<file path="config.mk">
export PLATFORM = sky130hd
export DESIGN_NAME = ifeu_top
export DESIGN_NICKNAME = d
export VERILOG_FILES = /design/src/rtl/ifeu_pkg.sv /design/src/rtl/ifeu_top.sv /design/src/rtl/ifeu_pin_edge.sv
export SDC_FILE = /design/constraint.sdc
export NUM_CORES = 1
export LEC_CHECK = 0
export ABC_AREA = 0
export BUFFER_PORTS_ARGS = -buffer_cell sky130_fd_sc_hd__buf_2
export CAP_MARGIN = 20
export CORE_AREA = 2 2 67 117
export CTS_CLUSTER_DIAMETER = 30
export DETAILED_ROUTE_END_ITERATION = 8
export DIE_AREA = 0 0 69 119
export PLACE_DENSITY = 0.73
export SYNTH_ARGS = -nofsm -noshare
export SYNTH_HDL_FRONTEND = slang
export SYNTH_SLANG_ARGS = --single-unit
</file>
<file path="constraint.sdc">
create_clock -name aclk -period 2.2 [get_ports aclk]
set_clock_uncertainty 0.15 [all_clocks]
set_input_delay 0.22 -clock aclk [delete_from_list [all_inputs] [get_ports aclk]]
set_output_delay 0.22 -clock aclk [all_outputs]
set_load 0.05 [all_outputs]
</file>
<file path="src/rtl/ifeu_pkg.sv">
// package: register map, field positions and reset values of the interrupt flag/enable unit
// Contract
// - pin 0 enable is primary enable bit 0
// - converter done sets primary flag bit 7
// - writing zero clears a flag, one keeps
// - second timer overflow sets primary bit 6
// - timer one overflow sets primary bit 5
// - timer zero overflow sets primary bit 4
// - wakeup timeout sets primary flag bit 3
// - pin 2 falling edge sets bit 2
// - pin 1 either edge sets bit 1
// - pin 0 either edge sets bit 0
// - secondary enables at bits 4, 1, 0
// - comparator match sets secondary flag bit 4
// - period roll-over sets secondary flag bit 1
// - low supply sets secondary flag bit 0
// - primary enables reset zero; bit 3 runs wakeup
package ifeu_pkg;

  // register indices as printed; byte address is four times the index
  localparam logic [5:0] IFEU_IDX_EN_PRI = 6'h0b;
  localparam logic [5:0] IFEU_IDX_FLAG_PRI = 6'h0c;
  localparam logic [5:0] IFEU_IDX_EN_SEC = 6'h0d;
  localparam logic [5:0] IFEU_IDX_FLAG_SEC = 6'h0e;
  localparam logic [5:0] IFEU_IDX_FLAG_CLR = 6'h10;

  localparam logic [7:0] IFEU_ADDR_EN_PRI = {IFEU_IDX_EN_PRI, 2'b00};
  localparam logic [7:0] IFEU_ADDR_FLAG_PRI = {IFEU_IDX_FLAG_PRI, 2'b00};
  localparam logic [7:0] IFEU_ADDR_EN_SEC = {IFEU_IDX_EN_SEC, 2'b00};
  localparam logic [7:0] IFEU_ADDR_FLAG_SEC = {IFEU_IDX_FLAG_SEC, 2'b00};
  localparam logic [7:0] IFEU_ADDR_FLAG_CLR = {IFEU_IDX_FLAG_CLR, 2'b00};

  // primary register bit positions (flags and enables share them)
  localparam int IFEU_BIT_CONV = 7;
  localparam int IFEU_BIT_TMR2 = 6;
  localparam int IFEU_BIT_TMR1 = 5;
  localparam int IFEU_BIT_TMR0 = 4;
  localparam int IFEU_BIT_WAKE = 3;
  localparam int IFEU_BIT_PIN2 = 2;
  localparam int IFEU_BIT_PIN1 = 1;
  localparam int IFEU_BIT_PIN0 = 0;

  // secondary register bit positions
  localparam int IFEU_BIT_CMP = 4;
  localparam int IFEU_BIT_PWM = 1;
  localparam int IFEU_BIT_LVD = 0;
  localparam logic [7:0] IFEU_SEC_MASK = 8'h13;

  // values after reset
  localparam logic [7:0] IFEU_RST_EN = 8'h00;
  localparam logic [7:0] IFEU_RST_FLAG = 8'h00;

  // number of external pins watched for edges
  localparam int IFEU_NUM_PINS = 3;

  // axi response codes
  typedef logic [1:0] ifeu_resp_t;
  localparam ifeu_resp_t IFEU_RESP_OKAY = 2'b00;
  localparam ifeu_resp_t IFEU_RESP_SLVERR = 2'b10;

endpackage

</file>
<file path="src/rtl/ifeu_top.sv">
// module: interrupt pending flags, source enables and request output behind an axi4-lite slave
//
// Register access over AXI4-Lite was left to the implementer.
`timescale 1ns/10ps
`default_nettype none
module ifeu_top #(
  parameter int ADDR_W = 8
) (
  input wire logic aclk,
  input wire logic aresetn,
  // axi4-lite slave
  input wire logic [ADDR_W-1:0] s_axi_awaddr,
  input wire logic s_axi_awvalid,
  output logic s_axi_awready,
  input wire logic [31:0] s_axi_wdata,
  input wire logic [3:0] s_axi_wstrb,
  input wire logic s_axi_wvalid,
  output logic s_axi_wready,
  output ifeu_pkg::ifeu_resp_t s_axi_bresp,
  output logic s_axi_bvalid,
  input wire logic s_axi_bready,
  input wire logic [ADDR_W-1:0] s_axi_araddr,
  input wire logic s_axi_arvalid,
  output logic s_axi_arready,
  output logic [31:0] s_axi_rdata,
  output ifeu_pkg::ifeu_resp_t s_axi_rresp,
  output logic s_axi_rvalid,
  input wire logic s_axi_rready,
  // event sources
  input wire logic converter_done,
  input wire logic second_timer_overflow,
  input wire logic timer_one_overflow,
  input wire logic timer_zero_overflow,
  input wire logic wakeup_timeout,
  input wire logic ext_pin0,
  input wire logic ext_pin1,
  input wire logic ext_pin2,
  input wire logic comparator_match,
  input wire logic pulse_period_rollover,
  input wire logic low_supply_detect,
  // to the core and the wakeup timer
  output logic irq,
  output logic wakeup_timer_run
);
  import ifeu_pkg::*;

  // the decoder always looks at address bits 7:2, so fewer than 8 bits cannot work
  if (ADDR_W < 8 || ADDR_W > 32)
  begin : g_bad_addr
    $error("address width must lie between 8 and 32");
  end

  typedef struct packed {
    logic aw_held;
    logic [ADDR_W-1:0] awaddr;
    logic w_held;
    logic [15:0] wdata;
    logic [1:0] wstrb;
    logic bvalid;
    ifeu_resp_t bresp;
    logic rvalid;
    logic [31:0] rdata;
    ifeu_resp_t rresp;
    logic [7:0] source_enables_primary;
    logic [7:0] pending_flags_primary;
    logic [7:0] source_enables_secondary;
    logic [7:0] pending_flags_secondary;
    logic irq;
  } ifeu_state_t;

  ifeu_state_t st_r;
  ifeu_state_t st_nxt;

  logic [IFEU_NUM_PINS-1:0] pin_rise;
  logic [IFEU_NUM_PINS-1:0] pin_fall;
  logic [7:0] set_pri;
  logic [7:0] set_sec;
  logic wr_go;
  logic aw_take;
  logic w_take;
  logic ar_take;

  // pins pass through two flops before any edge logic sees them
  ifeu_pin_edge #(
    .WIDTH(IFEU_NUM_PINS)
  ) u_pin_edge (
    .aclk(aclk),
    .aresetn(aresetn),
    .pin_in({ext_pin2, ext_pin1, ext_pin0}),
    .rise(pin_rise),
    .fall(pin_fall)
  );

  // hardware set requests, one bit per flag position
  always_comb
  begin
    set_pri = 8'h00;
    set_sec = 8'h00;
    set_pri[IFEU_BIT_CONV] = converter_done;
    set_pri[IFEU_BIT_TMR2] = second_timer_overflow;
    set_pri[IFEU_BIT_TMR1] = timer_one_overflow;
    set_pri[IFEU_BIT_TMR0] = timer_zero_overflow;
    set_pri[IFEU_BIT_WAKE] = wakeup_timeout;
    set_pri[IFEU_BIT_PIN2] = pin_fall[2];
    set_pri[IFEU_BIT_PIN1] = pin_rise[1] | pin_fall[1];
    set_pri[IFEU_BIT_PIN0] = pin_rise[0] | pin_fall[0];
    set_sec[IFEU_BIT_CMP] = comparator_match;
    set_sec[IFEU_BIT_PWM] = pulse_period_rollover;
    // level input: the flag keeps re-arming while the supply stays low
    set_sec[IFEU_BIT_LVD] = low_supply_detect;
  end

  // channel handshakes; one write and one read in flight at most
  assign s_axi_awready = !st_r.aw_held && !st_r.bvalid;
  assign s_axi_wready = !st_r.w_held && !st_r.bvalid;
  assign s_axi_arready = !st_r.rvalid;
  assign aw_take = s_axi_awvalid && s_axi_awready;
  assign w_take = s_axi_wvalid && s_axi_wready;
  assign ar_take = s_axi_arvalid && s_axi_arready;
  assign wr_go = st_r.aw_held && st_r.w_held && !st_r.bvalid;

  // next state: bus capture, register writes, flag update, read data
  always_comb
  begin
    logic [7:0] clr_pri;
    logic [7:0] clr_sec;
    logic [7:0] addr8;
    clr_pri = 8'h00;
    clr_sec = 8'h00;
    addr8 = 8'h00;
    st_nxt = st_r;
    if (aw_take)
    begin
      st_nxt.aw_held = 1'b1;
      st_nxt.awaddr = s_axi_awaddr;
    end
    if (w_take)
    begin
      st_nxt.w_held = 1'b1;
      st_nxt.wdata = s_axi_wdata[15:0];
      st_nxt.wstrb = s_axi_wstrb[1:0];
    end
    if (st_r.bvalid && s_axi_bready)
      st_nxt.bvalid = 1'b0;
    // address and data may arrive in either order; commit once both are held
    if (wr_go)
    begin
      st_nxt.aw_held = 1'b0;
      st_nxt.w_held = 1'b0;
      st_nxt.bvalid = 1'b1;
      st_nxt.bresp = IFEU_RESP_OKAY;
      addr8 = {st_r.awaddr[7:2], 2'b00};
      if (st_r.awaddr[ADDR_W-1:2] != (ADDR_W-2)'(addr8[7:2]))
        st_nxt.bresp = IFEU_RESP_SLVERR;
      else if (addr8 == IFEU_ADDR_EN_PRI)
      begin
        if (st_r.wstrb[0])
          st_nxt.source_enables_primary = st_r.wdata[7:0];
      end
      else if (addr8 == IFEU_ADDR_FLAG_PRI)
      begin
        if (st_r.wstrb[0])
          clr_pri = ~st_r.wdata[7:0];
      end
      else if (addr8 == IFEU_ADDR_EN_SEC)
      begin
        if (st_r.wstrb[0])
          st_nxt.source_enables_secondary = st_r.wdata[7:0] & IFEU_SEC_MASK;
      end
      else if (addr8 == IFEU_ADDR_FLAG_SEC)
      begin
        if (st_r.wstrb[0])
          clr_sec = ~st_r.wdata[7:0] & IFEU_SEC_MASK;
      end
      else if (addr8 == IFEU_ADDR_FLAG_CLR)
      begin
        // write-one-to-clear alias, lets software clear one flag without a read
        if (st_r.wstrb[0])
          clr_pri = st_r.wdata[7:0];
        if (st_r.wstrb[1])
          clr_sec = st_r.wdata[15:8] & IFEU_SEC_MASK;
      end
      else
        st_nxt.bresp = IFEU_RESP_SLVERR;
    end
    // set wins over a clear in the same cycle so no event is lost
    st_nxt.pending_flags_primary = (st_r.pending_flags_primary & ~clr_pri) | set_pri;
    st_nxt.pending_flags_secondary =
      ((st_r.pending_flags_secondary & ~clr_sec) | set_sec) & IFEU_SEC_MASK;
    // read channel
    if (st_r.rvalid && s_axi_rready)
      st_nxt.rvalid = 1'b0;
    if (ar_take)
    begin
      addr8 = {s_axi_araddr[7:2], 2'b00};
      st_nxt.rvalid = 1'b1;
      st_nxt.rresp = IFEU_RESP_OKAY;
      st_nxt.rdata = 32'h0000_0000;
      if (s_axi_araddr[ADDR_W-1:2] != (ADDR_W-2)'(addr8[7:2]))
        st_nxt.rresp = IFEU_RESP_SLVERR;
      else if (addr8 == IFEU_ADDR_EN_PRI)
        st_nxt.rdata[7:0] = st_r.source_enables_primary;
      else if (addr8 == IFEU_ADDR_FLAG_PRI)
        st_nxt.rdata[7:0] = st_r.pending_flags_primary;
      else if (addr8 == IFEU_ADDR_EN_SEC)
        st_nxt.rdata[7:0] = st_r.source_enables_secondary;
      else if (addr8 == IFEU_ADDR_FLAG_SEC)
        st_nxt.rdata[7:0] = st_r.pending_flags_secondary;
      else if (addr8 == IFEU_ADDR_FLAG_CLR)
        st_nxt.rdata = 32'h0000_0000; // write-only, reads zero
      else
        st_nxt.rresp = IFEU_RESP_SLVERR;
    end
    // request is registered from the next flags and enables, so it changes on the same edge as they do
    st_nxt.irq = |((st_nxt.pending_flags_primary & st_nxt.source_enables_primary) |
      (st_nxt.pending_flags_secondary & st_nxt.source_enables_secondary));
  end

  // all state in one register; reset constants only
  always_ff @(posedge aclk)
  begin
    if (!aresetn)
    begin
      st_r <= '0;
      st_r.source_enables_primary <= IFEU_RST_EN;
      st_r.source_enables_secondary <= IFEU_RST_EN;
      st_r.pending_flags_primary <= IFEU_RST_FLAG;
      st_r.pending_flags_secondary <= IFEU_RST_FLAG;
    end
    else
      st_r <= st_nxt;
  end

  // outputs straight from the state register
  assign s_axi_bvalid = st_r.bvalid;
  assign s_axi_bresp = st_r.bresp;
  assign s_axi_rvalid = st_r.rvalid;
  assign s_axi_rdata = st_r.rdata;
  assign s_axi_rresp = st_r.rresp;
  assign irq = st_r.irq;
  assign wakeup_timer_run = st_r.source_enables_primary[IFEU_BIT_WAKE];
endmodule
`default_nettype wire

</file>
<file path="src/rtl/ifeu_pin_edge.sv">
// module: synchroniser and edge detector for the external interrupt pins
`timescale 1ns/10ps
`default_nettype none
module ifeu_pin_edge #(
  parameter int WIDTH = 3
) (
  input wire logic aclk,
  input wire logic aresetn,
  input wire logic [WIDTH-1:0] pin_in,
  output logic [WIDTH-1:0] rise,
  output logic [WIDTH-1:0] fall
);
  import ifeu_pkg::*;

  typedef struct packed {
    logic [WIDTH-1:0] meta;
    logic [WIDTH-1:0] sync;
    logic [WIDTH-1:0] last;
  } ifeu_edge_state_t;

  ifeu_edge_state_t st_r;
  ifeu_edge_state_t st_nxt;

  if (WIDTH < 1)
  begin : g_bad_width
    $error("pin count must be at least one");
  end

  // meta feeds only sync; edges are taken between sync and last
  always_comb
  begin
    st_nxt = st_r;
    st_nxt.meta = pin_in;
    st_nxt.sync = st_r.meta;
    st_nxt.last = st_r.sync;
  end

  // reset level low so a pin held high at release reports one rise
  always_ff @(posedge aclk)
  begin
    if (!aresetn)
      st_r <= '0;
    else
      st_r <= st_nxt;
  end

  // one-cycle pulses per pin
  for (genvar i = 0; i < WIDTH; i++)
  begin : g_edge
    assign rise[i] = st_r.sync[i] & ~st_r.last[i];
    assign fall[i] = ~st_r.sync[i] & st_r.last[i];
  end

endmodule
`default_nettype wire

</file>
* Word-level counts from Yosys, hierarchy flattened
Index checks and enable logic that the tools add are counted.
** Word-level totals
- Register bits :: 79
- Input bits :: 70
- Output and inout bits :: 43
- Word-level logic and storage cells :: 110
** Cells by class
- Eq/ne operators :: 10
- Muxes and demuxes :: 42
- Bitwise logic cells :: 23
- Reductions and logical operators :: 17
** Operators by type and width (number)
- $mux 8 :: 19
- $eq 6x4->1 const B :: 8
- $mux 5 :: 9
- $mux 35 :: 1
- $mux 2 :: 10
- $and 8x8->8 :: 2
- $not 8->8 :: 2
- $or 8x8->8 :: 2
- $eq 6x5->1 const B :: 2
- $logic_and 1x1->1 :: 9
- $and 5x8->8 :: 1
- $reduce_or 8->1 :: 1
- $not 1->1 :: 6
- $and 1x1->1 :: 5
- $and 5x5->5 :: 1
- $not 5->5 :: 1
- $or 5x5->5 :: 1
- $logic_not 1->1 :: 4
- $reduce_bool 2->1 :: 2
- $mux 3 :: 1
- $mux 1 :: 2
- $or 1x1->1 :: 2
- $reduce_or 2->1 :: 1

* Logic depth before layout (Yosys ltp)
- Word-level depth :: 13
- Gate-level depth with buffers :: 8
- Gate-level depth less buffers :: 6

* Modules after synthesis
Synthesis repeated with hierarchy kept, for this count alone.
** Second synthesis, totals
- Cells, all modules :: 344
- Area total of the unflattened synthesis :: 3210.6 um^2
** Modules (own cells, without submodules)
- ifeu_top :: times used 1, cells each 320, area each 2936.6 um^2, sequential area each 1121.1 um^2
- ifeu_pin_edge :: times used 1, cells each 24, area each 274.0 um^2, sequential area each 180.2 um^2

* Least setup slack after synthesis
OpenSTA, ideal clock, no wires.
- Path kind :: reg2reg
- Start point :: register st_r, in the netlist s_axi_bvalid
- End point :: register st_r[97] in the netlist's numbering
- Setup time :: 0.128 ns
- Data arrival time :: 2.043 ns
- Required time :: 1.922 ns
- Path slack :: -0.121 ns
- Cell stages (with the launch flop) :: 6
- Path buffers :: 1
- Clock period less this slack :: 2.321 ns
- Cell sequence :: dfxtp_1 > nor2_1 > and2_1 > clkbuf_1 > mux2i_1 > nor2_1
** Between the ends
- Cells in the longest elaborated chain, start to end :: 3
** Ends and longest elaborated chain
- start, declared :: line ifeu_top.sv:71 : ifeu_state_t st_r;
- start signal, assigned :: line ifeu_top.sv:231 : st_r <= st_nxt;
- $logic_not 1->1 :: line ifeu_top.sv:114 : assign s_axi_awready = !st_r.aw_held && !st_r.bvalid;
- $logic_and 1x1->1 :: line ifeu_top.sv:114
- via s_axi_awready :: line ifeu_top.sv:14 : output logic s_axi_awready,
- $logic_and 1x1->1 :: line ifeu_top.sv:117 : assign aw_take = s_axi_awvalid && s_axi_awready;
The timed path passes the listed nets, and every way through them passes these cells.
A chain may end at the register's enable or synchronous reset.

* Worst setup path after layout
- Start point :: register st_r[89] in the netlist's numbering
- End point :: register st_r, in the netlist irq
** Between the ends
- Cells in the longest elaborated chain, start to end :: 9
- Elaborated cells between the ends (all ways) :: 16
- Those cells by class :: 4 x mux; 9 x bitwise; 3 x reduce/logical
** Ends and longest elaborated chain
- $logic_and 1x1->1 * (2 in a row) :: line ifeu_top.sv:120 : assign wr_go = st_r.aw_held && st_r.w_held && !st_r.bvalid;
- $mux 8 or $mux 5 (tied branches) :: line ifeu_top.sv:146 : if (wr_go)
- $not 8->8 or $not 5->5 (tied branches) :: line ifeu_top.sv:187, ifeu_top.sv:189
- $and 8x8->8 or $and 5x5->5 (tied branches) :: line ifeu_top.sv:187, ifeu_top.sv:189
- $or 8x8->8 or $or 5x5->5 (tied branches) :: line ifeu_top.sv:187, ifeu_top.sv:189
- $and 8x8->8 or $and 5x8->8 (tied branches) :: line ifeu_top.sv:215, ifeu_top.sv:216
- $or 8x8->8 * :: line ifeu_top.sv:215 : st_nxt.irq = |((st_nxt.pending_flags_primary & st_nxt.source_enables_primary) |
- $reduce_or 8->1 * :: line ifeu_top.sv:215
Every way passes the cells marked *; elsewhere a longest branch is shown, timed or not.

==> results.toml <==
[hold_path]
min_from = "s_axi_awaddr[5]"
worstHoldPathCells = 3
holdCritPathClass = "in2reg"
holdPathEnd = "st_r[95]"

[synth]
ys_async_sr_fraction_pct = 0
yosysWarnings = 0
syn_inst = 364
syn_area_sq_um = 3170
synth-edff-count = 0
synth_area_leaders = "dfxtp_1 41%, buf_4 9.0%, mux2i_1 5.7%"
synthDistinctLibCells = 46
synth.ff_latch_count = 65
synthFlopType = "dfxtp_1"
synth.top_cell.area_share_pct = 41.1
avgSynthCellArea_sq_um = 8.71
yosysTopAreaCell = "dfxtp_1"
yosysSeqAreaShare_pct = 41.1

[critical_path]
startpoint_type = "flop"
path_class = "reg2reg"
r2r_setup_slack_ps = -20
crit_arrival_ps = 2260
reg2reg_from = "st_r[89]"
worstPathRequired_ps = 2240
worstReg2RegEnd = "irq"
endpoint_kind = "flop"
reg2reg_depth = 6
path_max_fanout = 8

[placement]
port_buffers = 59
routabilityCongestion = 0.836
dpl-instance-area_sq_um = 3530
hpwl_um = 5570
place_inst = 512

[clocking]
numCtsBuffers = 9
clkLatencyLatePin_ps = 330
h-tree-depth = 3
clkTransAtPathRegs_ps = 50
clock-sinks = 65
clock_tree.buffer_depth = 2
cts_tree = "built"
root_buffer = "clkbuf_16"

[sta]
fin_crit_ps = 2220
tightestPinTransition_ps = 649
maxSlewViolCount = 0
max_freq_ghz = 0.450
relSlewSlack_pct = 56.7
finalSetupViolCount = 1
whs_ps = -3.50
fin_crit_sh_pct = 101
hold_viol_final = 1
grt_setup_unrepaired = "true"
setup_slack_ps = -22.0

[drt]
wl_um = 7800
wire_per_inst_um = 14.3
drt-initial-drc-count = 166
route.vias.total = 2870
ant_nets = 0
firstDrtPassIters = 4
viasPerCell = 5.25
remaining_drc_errors = 0

[finish]
fin_cells = 547
drive_gt1_share_pct = 29.6
post-route-util_pct = 56.7
area_growth_pct = 31.6
num_antenna_cells = 0
final_nets = 524
final_cell_mix = "59 x buf_2, 59 x dfxtp_1, 44 x nor2_1"
design_area_sq_um = 4170

[floorplanning]
die_x_um = 69
rows = 42
start_util_pct = 43.1
fp.dieH_um = 119
dieArea_sq_um = 8210
core-area_sq_um = 7360
pin_count = 113

[run]
drv_cap = 0

[global_route]
grt_pass1_wl_um = 12400
grt_overflow_total = 0
antenna_found_initial = 0
grt_pass1_vias = 2744
grt_usage_pct = 18.8
grt_max_degree = 49

[power]
peakVddDrop_mv = 0.628
p_leak_nw = 1.79
total_power_mw = 3.37
power.density_nw_per_um2 = 807

[run_status]
outcome = "complete, but fails checks"
violations = "negative hold slack, negative setup slack"
[per-stage QoR]
| stage | setup WS (ps) | setup TNS, ps |
|---|---|---|
| 2_1_floorplan | 5.57 | 0 |
| 3_3_place_gp | -55.7 | -55.7 |
| 3_5_place_dp | -73.2 | -73.2 |
| 4_1_cts | -11.0 | -11.0 |
| 5_1_grt | -108 | -108 |
| 6_report | -22.0 | -22.0 |
[timing repair]
action | in CTS | in global routing
endpoints found under the hold margin | 17 | 0
pin swaps | 6 | 3
setup endpoints to repair | 1 | 1
hold buffers | 17 | 0
setup buffers | 2 | 1
resized for setup | 15 | 14
[cell families (layout without fill, tap and decap cells)]
family	count (synthesis)	count (layout)	share of synthesized area (%)
flops	65	65	41.1
mux	20	20	6.75
buf+inv	58	128	11.7
simple gates	144	144	24.0
compound gates	74	74	15.8
other cells	1	26	0.118
xor+xnor	2	2	0.553
[worst max path at each step]
stage	start	end	cells after the start
CTS	s_axi_bvalid	irq	6
global route	s_axi_bvalid	irq	6
detailed placement	st_r[96]	irq	7
finish	st_r[89]	irq	6
global placement	st_r[96]	irq	7
floorplan	s_axi_bvalid	st_r[97]	5
[critical path, cell delays in order, from the launching register on]
cell	delay, ps
dfxtp_1	370
nand4b_4	110
or4_4	670
mux2i_2	250
a211oi_1	90
nor4_2	310
a31oi_1	130
[Yosys cell counts, drive strengths merged, types with 2 or more instances]
cell type	count
dfxtp	65
nor2	44
buf	39
nand2	36
a211oi	25
a21oi	19
mux2i	19
nor3	15
clkbuf	14
and2	13
o21ai	12
nand3	9
a22oi	8
nor2b	5
a311oi	4
inv	4
nand2b	4
nand3b	4
nor3b	3
a2111oi	2
nand4b	2
nor4	2
o22ai	2
xor2	2
[area by class of cell]
| cell class | instances | area (sq um) |
|---|---|---|
| Fill cell | 671 | 3190 |
| Multi-Input combinational cell | 266 | 1700 |
| Sequential cell | 65 | 1310 |
| Timing Repair Buffer | 107 | 702 |
| Clock buffer | 14 | 264 |
| Tap cell | 88 | 110 |
| Clock inverter | 2 | 60.1 |
| Inverter | 5 | 18.8 |
[per-layer routing]
layer	global-route usage, %	routed length [um]	vias up
met5	0	0	-
met4	11.5	344	0
met3	3.21	411	27
met2	34.8	4130	113
met1	19.2	2910	1331
li1	-	-	1399
[power by group]
group | total [mW] | switching [mW] | internal (mW) | leakage, nW
logic | 0.524 | 0.352 | 0.172 | 1.09
clock network | 1.54 | 0.489 | 1.05 | 0.157
registers | 1.30 | 0.0537 | 1.25 | 0.537
total | 3.37 | 0.894 | 2.47 | 1.79
[flip-flops by register name, summed over array words and instances, names as in the netlist, 3 cells and up]
register / cells
s_axi_rdata: 8
st_r: 42
u_pin_edge.st_nxt: 6
u_pin_edge.st_r: 3
Note: power is estimated with default switching activity, not from simulation.
